===== src/hw/xfer_pkg.sv =====
// shared constants, types and the buffer carrier interface
package xfer_pkg;

  // ---------------------------------------------------------------------
  // data memory placement of the transfer buffer
  // ---------------------------------------------------------------------
  localparam int unsigned DM_ADDR_W            = 7;
  localparam logic [6:0]  BUF_NIBBLE_TOP       = 7'h0C;
  localparam logic [6:0]  BUF_NIBBLE_UPPER_MID = 7'h0D;
  localparam logic [6:0]  BUF_NIBBLE_LOWER_MID = 7'h0E;
  localparam logic [6:0]  BUF_NIBBLE_BOTTOM    = 7'h0F;
  localparam int unsigned BUF_W                = 16;
  localparam int unsigned NIB_W                = 4;
  localparam int unsigned LO_W                 = 8;

  // ---------------------------------------------------------------------
  // peripheral addresses
  // ---------------------------------------------------------------------
  localparam logic [6:0]  PA_SERIAL_SHIFT  = 7'h01;
  localparam logic [6:0]  PA_TIMER0_MOD    = 7'h02;
  localparam logic [6:0]  PA_TIMER1_MOD    = 7'h03;
  localparam logic [6:0]  PA_CONVERTER     = 7'h04;
  localparam logic [6:0]  PA_POINTER       = 7'h40;
  localparam logic [6:0]  PA_TIMER_COUNT   = 7'h45;

  // ---------------------------------------------------------------------
  // pointer register and reset values
  // ---------------------------------------------------------------------
  localparam int unsigned PTR_WIDTH_DEF    = 12;
  localparam logic [15:0] PTR_RESET        = 16'h0000;
  localparam logic [6:0]  PER_ADDR_RESET   = 7'h00;
  localparam logic [7:0]  PER_DATA_RESET   = 8'h00;
  localparam logic [3:0]  NIB_RESET        = 4'h0;
  localparam int unsigned XFER_CYCLES      = 2;

  // ---------------------------------------------------------------------
  // instruction codes and sequencer states
  // ---------------------------------------------------------------------
  typedef enum logic [1:0] {
    OP_GET  = 2'b00,
    OP_PUT  = 2'b01,
    OP_TABLE = 2'b10,
    OP_NOP  = 2'b11
  } xfer_op_e;

  typedef enum logic [1:0] {
    ST_IDLE = 2'b00,
    ST_XFER = 2'b01,
    ST_DONE = 2'b10
  } state_e;

endpackage

// carrier between the sequencer and the nibble storage
interface buf_bus_if;
  logic [15:0] word;
  logic        nib_we;
  logic [1:0]  nib_sel;
  logic [3:0]  nib_wdata;
  logic        ld_lo;
  logic        ld_hi;
  logic [15:0] ld_data;
  modport store (input nib_we, nib_sel, nib_wdata, ld_lo, ld_hi, ld_data,
                 output word);
  modport ctrl  (output nib_we, nib_sel, nib_wdata, ld_lo, ld_hi, ld_data,
                 input word);
endinterface

===== src/hw/data_buffer_xfer.sv =====
// transfer buffer between cpu data memory, peripherals and program memory
module data_buffer_xfer #(
  parameter int unsigned PTR_WIDTH = xfer_pkg::PTR_WIDTH_DEF
) (
  // clock and reset
  input  logic              sys_clk,
  input  logic              arst_n,
  // data memory nibble access, bank zero
  input  logic              dm_req,
  input  logic              dm_we,
  input  logic [6:0]        dm_addr,
  input  logic [3:0]        dm_wdata,
  output logic [3:0]        dm_rdata_q,
  output logic              dm_hit_q,
  // transfer instruction
  input  logic              ins_valid,
  input  xfer_pkg::xfer_op_e ins_op,
  input  logic [6:0]        ins_paddr,
  output logic              ins_ready_q,
  output logic              ins_done_q,
  // 8-bit peripheral port
  output logic [6:0]        per_addr_q,
  output logic              per_we_q,
  output logic              per_re_q,
  output logic [7:0]        per_wdata_q,
  input  logic [7:0]        per_rdata,
  // combined timer count
  input  logic [15:0]       tmr_count,
  // program memory
  output logic              rom_re_q,
  output logic [15:0]       rom_addr_q,
  input  logic [15:0]       rom_data
);
  import xfer_pkg::*;

  // ---------------------------------------------------------------------
  // declarations
  // ---------------------------------------------------------------------
  state_e      state_q;
  state_e      state_d;
  xfer_op_e    op_q;
  logic [6:0]  paddr_q;
  logic [15:0] ptr_value;
  logic        ptr_we;
  logic        taken;
  logic        in_xfer;
  logic        x_get;
  logic        x_put;
  logic        x_table;
  logic        x_is8;
  logic        x_ptr;
  logic        x_tmc;
  logic        issue_put_ext;
  logic        issue_get_ext;
  logic        issue_table;
  logic        dm_hit;
  logic [3:0]  dm_rdata_d;
  logic [6:0]  per_addr_d;
  logic [7:0]  per_wdata_d;
  logic [15:0] rom_addr_d;

  buf_bus_if bb ();

  // ---------------------------------------------------------------------
  // helpers
  // ---------------------------------------------------------------------
  function automatic logic is_ext8(input logic [6:0] a);
    return a == PA_SERIAL_SHIFT || a == PA_TIMER0_MOD ||
           a == PA_TIMER1_MOD || a == PA_CONVERTER;
  endfunction

  function automatic logic is_ext_readable(input logic [6:0] a);
    return a == PA_SERIAL_SHIFT || a == PA_CONVERTER;
  endfunction

  function automatic logic [3:0] nib_lsb(input logic [1:0] sel);
    return {~sel, 2'b00};
  endfunction

  // ---------------------------------------------------------------------
  // storage and pointer register
  // ---------------------------------------------------------------------
  nibble_store u_store (
    .sys_clk (sys_clk),
    .bus     (bb)
  );

  pointer_reg #(
    .PTR_WIDTH (PTR_WIDTH)
  ) u_ptr (
    .sys_clk (sys_clk),
    .arst_n  (arst_n),
    .we      (ptr_we),
    .wdata   (bb.word),
    .value   (ptr_value)
  );

  // ---------------------------------------------------------------------
  // data memory decode
  // ---------------------------------------------------------------------
  assign dm_hit       = dm_req &&
                        dm_addr[6:2] == BUF_NIBBLE_TOP[6:2];
  assign bb.nib_we    = dm_hit && dm_we;
  assign bb.nib_sel   = dm_addr[1:0];
  assign bb.nib_wdata = dm_wdata;
  assign dm_rdata_d   = bb.word[nib_lsb(dm_addr[1:0]) +: 4];

  // ---------------------------------------------------------------------
  // instruction decode
  // ---------------------------------------------------------------------
  assign taken         = ins_valid && ins_ready_q;
  assign in_xfer       = state_q == ST_XFER;
  assign x_get         = in_xfer && op_q == OP_GET;
  assign x_put         = in_xfer && op_q == OP_PUT;
  assign x_table       = in_xfer && op_q == OP_TABLE;
  assign x_is8         = is_ext8(paddr_q);
  assign x_ptr         = paddr_q == PA_POINTER;
  assign x_tmc         = paddr_q == PA_TIMER_COUNT;
  assign issue_put_ext = taken && ins_op == OP_PUT &&
                         is_ext8(ins_paddr);
  assign issue_get_ext = taken && ins_op == OP_GET &&
                         is_ext_readable(ins_paddr);
  assign issue_table   = taken && ins_op == OP_TABLE;

  // ---------------------------------------------------------------------
  // buffer loads
  // ---------------------------------------------------------------------
  // write-only 8-bit targets still load whatever the port returns
  assign bb.ld_lo   = (x_get && (x_is8 || x_ptr || x_tmc)) ||
                      x_table;
  assign bb.ld_hi   = (x_get && (x_ptr || x_tmc)) || x_table;
  assign bb.ld_data = x_table ? rom_data :
                      x_ptr  ? ptr_value :
                      x_tmc  ? tmr_count :
                      {8'h00, per_rdata};
  // timer count never written: read-only target acts as no-op
  assign ptr_we     = x_put && x_ptr;

  // ---------------------------------------------------------------------
  // peripheral and rom request next values
  // ---------------------------------------------------------------------
  assign per_addr_d  = taken ? ins_paddr : per_addr_q;
  assign per_wdata_d = issue_put_ext ? bb.word[7:0] :
                       per_wdata_q;
  assign rom_addr_d  = issue_table ? ptr_value : rom_addr_q;

  // ---------------------------------------------------------------------
  // sequencer: fixed two cycles after acceptance for every op
  // ---------------------------------------------------------------------
  always_comb begin
    state_d = state_q;
    unique case (state_q)
      ST_IDLE: if (taken) state_d = ST_XFER;
      ST_XFER: state_d = ST_DONE;
      ST_DONE: state_d = ST_IDLE;
      default: state_d = ST_IDLE;
    endcase
  end

  always_ff @(posedge sys_clk or negedge arst_n) begin
    if (!arst_n) begin
      state_q     <= ST_IDLE;
      op_q        <= OP_NOP;
      paddr_q     <= PER_ADDR_RESET;
      ins_ready_q <= 1'b1;
      ins_done_q  <= 1'b0;
    end else begin
      state_q     <= state_d;
      op_q        <= taken ? ins_op : op_q;
      paddr_q     <= per_addr_d;
      ins_ready_q <= state_d == ST_IDLE;
      ins_done_q  <= state_d == ST_DONE;
    end
  end

  // ---------------------------------------------------------------------
  // output registers
  // ---------------------------------------------------------------------
  always_ff @(posedge sys_clk or negedge arst_n) begin
    if (!arst_n) begin
      per_addr_q  <= PER_ADDR_RESET;
      per_we_q    <= 1'b0;
      per_re_q    <= 1'b0;
      per_wdata_q <= PER_DATA_RESET;
      rom_re_q    <= 1'b0;
      rom_addr_q  <= PTR_RESET;
      dm_rdata_q  <= NIB_RESET;
      dm_hit_q    <= 1'b0;
    end else begin
      per_addr_q  <= per_addr_d;
      per_we_q    <= issue_put_ext;
      per_re_q    <= issue_get_ext;
      per_wdata_q <= per_wdata_d;
      rom_re_q    <= issue_table;
      rom_addr_q  <= rom_addr_d;
      dm_rdata_q  <= dm_hit && !dm_we ? dm_rdata_d : dm_rdata_q;
      dm_hit_q    <= dm_hit && !dm_we;
    end
  end
endmodule


===== src/hw/nibble_store.sv =====
// four-nibble transfer buffer storage, no reset
module nibble_store (
  // clock
  input logic sys_clk,
  // buffer carrier
  buf_bus_if.store bus
);
  import xfer_pkg::*;

  logic [3:0] nib_q [4];
  logic [3:0] nib_d [4];

  // ---------------------------------------------------------------------
  // lane j holds word bits 4j+3..4j; address 0FH is lane 0
  // ---------------------------------------------------------------------
  always_comb begin
    for (int j = 0; j < 4; j++) begin
      nib_d[j] = nib_q[j];
      if ((j < 2) ? bus.ld_lo : bus.ld_hi) begin
        nib_d[j] = bus.ld_data[4*j +: 4];
      end else if (bus.nib_we && bus.nib_sel == 2'(3 - j)) begin
        nib_d[j] = bus.nib_wdata;
      end
    end
  end

  // undefined until first written
  always_ff @(posedge sys_clk) begin
    for (int j = 0; j < 4; j++) begin
      nib_q[j] <= nib_d[j];
    end
  end

  assign bus.word = {nib_q[3], nib_q[2], nib_q[1], nib_q[0]};

endmodule


===== src/hw/pointer_reg.sv =====
// program pointer register with implemented width
module pointer_reg #(
  parameter int unsigned PTR_WIDTH = xfer_pkg::PTR_WIDTH_DEF
) (
  // clock and reset
  input  logic        sys_clk,
  input  logic        arst_n,
  // write from buffer
  input  logic        we,
  input  logic [15:0] wdata,
  // zero-extended value
  output logic [15:0] value
);
  import xfer_pkg::*;

  logic [PTR_WIDTH-1:0] ptr_q;

  always_ff @(posedge sys_clk or negedge arst_n) begin
    if (!arst_n) begin
      ptr_q <= PTR_RESET[PTR_WIDTH-1:0];
    end else if (we) begin
      ptr_q <= wdata[PTR_WIDTH-1:0];
    end
  end

  assign value = {{(16-PTR_WIDTH){1'b0}}, ptr_q};

endmodule


===== config.mk =====
export PLATFORM = sky130hd
export DESIGN_NAME = data_buffer_xfer
export DESIGN_NICKNAME = d
export VERILOG_FILES = /design/src/hw/xfer_pkg.sv /design/src/hw/data_buffer_xfer.sv /design/src/hw/nibble_store.sv /design/src/hw/pointer_reg.sv
export SDC_FILE = /design/constraint.sdc
export NUM_CORES = 1
export LEC_CHECK = 0
export ABC_AREA = 1
export ABC_CLOCK_PERIOD_IN_PS = 2000
export BUFFER_PORTS_ARGS = -buffer_cell sky130_fd_sc_hd__buf_2
export CORE_MARGIN = 2
export CORE_UTILIZATION = 46
export DETAILED_ROUTE_END_ITERATION = 16
export PLACE_DENSITY_LB_ADDON = 0.25
export SETUP_SLACK_MARGIN = 0.1
export SYNTH_ARGS = -nofsm -noshare
export SYNTH_HDL_FRONTEND = slang
export SYNTH_SLANG_ARGS = --single-unit

===== constraint.sdc =====
create_clock -name sys_clk -period 2 [get_ports sys_clk]
set_input_delay 0.4 -clock sys_clk [delete_from_list [all_inputs] [get_ports sys_clk]]
set_output_delay 0.4 -clock sys_clk [all_outputs]
set_load 0.05 [all_outputs]

==> flow_metrics.tcl <==
set metrics [dict create \
    numCtsBuffers 9 \
    synth.distinct_cells 33 \
    ctsHoldBuffers 0 \
    num_vias 3167 \
    path_cells "inv_1 -> nand3_4 -> inv_2 -> nor2_4 -> nand3_1 -> nand3_1 -> nand2_1" \
    synth_seq_cells 68 \
    crit_cells 7 \
    wl_per_cell_um 14.1 \
    diodes 0 \
    p_leak_uw 0.00236 \
    cts_max_path_buffers 2 \
    period_needed_ns 1.77 \
    mostFrequentLayoutCell "nand2_1" \
    clk_latency_ns 0.35 \
    drtPass1Iterations 5 \
    slowest_delay_ns 0.56 \
    period_share_pct 88.3 \
    end_kind "flop" \
    antenna_found_initial 0 \
    synth_edf_count 16 \
    dieArea_mm2 0.00832 \
    initial_core_util_pct 48.0 \
    die_w_um 91.2 \
    path_common_cell "nand3_1" \
    cts_max_level 3 \
    grt_overflow_total 0 \
    ys_seq_area_share_pct 51.0 \
    ys_warn_count 0 \
    max_freq_mhz 566 \
    finalClockSkew_ns 0.00811 \
    grt_usage_pct 22.5 \
    rsz0062_at_grt "false" \
    synth_flop_cell "dfrtp_1" \
    crit_buf_inv 2 \
    io_buffers 101 \
    clock_sinks 68 \
    reg2reg_slack_ns 0.23 \
    gp_congestion 0.925 \
    critPathSlowestCell "dfstp_2" \
    chipHeight_um 91.2 \
    syn_inst 420 \
    antenna_left 0 \
    slew_violations 0 \
    timing.rr.end "u_store.nib_q[0][0]" \
    status "finished, final reports clean" \
    hp-class "input port to async pin" \
    hold_ws_ns 0.0113 \
    drt-vias-per-instance 5.00 \
    critical_path_required_ns 2.11 \
    grt_pass1_vias 3149 \
    clkTransAtPathRegs_ns 0.08 \
    rows 31 \
    ios 106 \
    drv_cap 0 \
    crit_path_start_kind "flop" \
    grt_max_degree 33 \
    drc 0 \
    grt_pass1_wl_um 14900 \
    cts_tree "built" \
    setup_tns_ns 0 \
    arrival_ns 1.87 \
    powerDensity_mw_per_mm2 1060 \
    dp_hpwl_um 6910 \
    setup.worst_path.class "flop to flop" \
    vdd_drop_max_v 0.00102 \
    drt_first_iter_violations 220 \
    async_flop_share_pct 76.5 \
    tightest_slew_ns 0.603 \
    hold_viol 0 \
    fin_area_mm2 0.00439 \
    root_buffer "clkbuf_8" \
    p_total_uw 4650 \
    area_growth_pct 25.6 \
    final_cell_mix "116 x nand2_1, 101 x buf_2, 50 x nand3_1" \
    path_max_fanout 12 \
    reg2regPathDepth 7 \
    placed_cell_area_mm2 0.00414 \
    setup_viol 0 \
    syn_area_mm2 0.00350 \
    routed_wl_um 8920 \
    finalNetCount 595 \
    syn_area_per_cell_um2 8.33 \
    maxSlewHeadroom_pct 59.7 \
    crit_family "simple AND/OR/NAND/NOR gates" \
    r2r-start "op_q[0]" \
    drive_gt1_share_pct 30.3 \
    fp.coreArea_mm2 0.00729 \
]
==> state kept, by name, summed over array words and instances (netlist names) <==
signal         cells
u_store.nib_q     16
rom_addr_q        12
u_ptr.ptr_q       12
per_wdata_q        8
per_addr_q         7
dm_rdata_q         4
op_q               2
dm_hit_q           1
ins_done_q         1
ins_ready_q        1
per_re_q           1
per_we_q           1
rom_re_q           1
state_q            1
==> where the power goes <==
part	leakage, µW	internal [µW]	switching [µW]
Sequential	0.000838	1670	175
Clock	0.000116	736	575
Combinational	0.00141	397	1100
==> how the worst max path moves through the flow <==
stage                              from                  end
after CTS                       op_q[0]  u_store.nib_q[2][1]
after global routing        ins_ready_q       per_wdata_q[1]
after floorplan           per_addr_q[6]  u_store.nib_q[0][0]
final                           op_q[0]  u_store.nib_q[0][0]
after global placement          op_q[0]  u_store.nib_q[0][0]
after detailed placement        op_q[0]  u_store.nib_q[0][0]
==> layer usage <==
layer / vias up / track usage, % / routed length (µm)
met5: - / 0 / 0
met4: 0 / 7.83 / 124
met3: 11 / 3.73 / 524
met2: 124 / 38.6 / 4370
met1: 1457 / 28.8 / 3900
li1: 1575 / - / -
==> cell type report <==
class                           instances  area (µm²)
Tap cell                               99         124
Fill cell                             676        2900
Multi-Input combinational cell        284        1430
Sequential cell                        68        1790
Timing Repair Buffer                  112         613
Clock inverter                          5        63.8
Inverter                               55         206
Clock buffer                           11         174
==> cells by family after synthesis <==
logic type | synth area share [%]
buffers and inverters | 8.69
AND/OR/NAND/NOR | 31.3
flip-flops | 51.0
other | 0.107
AO/OA/AOI/OAI | 8.87
==> what timing repair did <==
item	CTS	global route
endpoints found under the setup margin	2	4
endpoints found under the hold margin	0	0
resized for setup	1	0
setup buffers	0	2
==> metrics by stage <==
step	worst slack (ns)	instances	utilization, %
after global routing	0.101	634	60.2
after CTS	0.225	632	60.0
final	0.233	634	60.2
after floorplan	0.118	423	-
after detailed placement	0.101	616	56.7
after global placement	0.114	616	56.7
==> cell usage after synthesis, types with 4 or more instances <==
master,instances,share of area [%]
buf_2,9,1.3
buf_4,5,1.1
dfrtp_1,49,35
edfxtp_1,16,14
inv_1,47,5.0
inv_2,8,0.86
nand2_1,116,12
nand2_4,4,1.3
nand3_1,50,7.2
nand4_1,5,0.89
nor2_1,26,2.8
nor2_2,4,0.72
o2111ai_1,4,1.0
o21ai_0,25,3.6
o21ai_1,17,2.4
or2_0,7,1.3
Power figures use the tool's default switching activity.
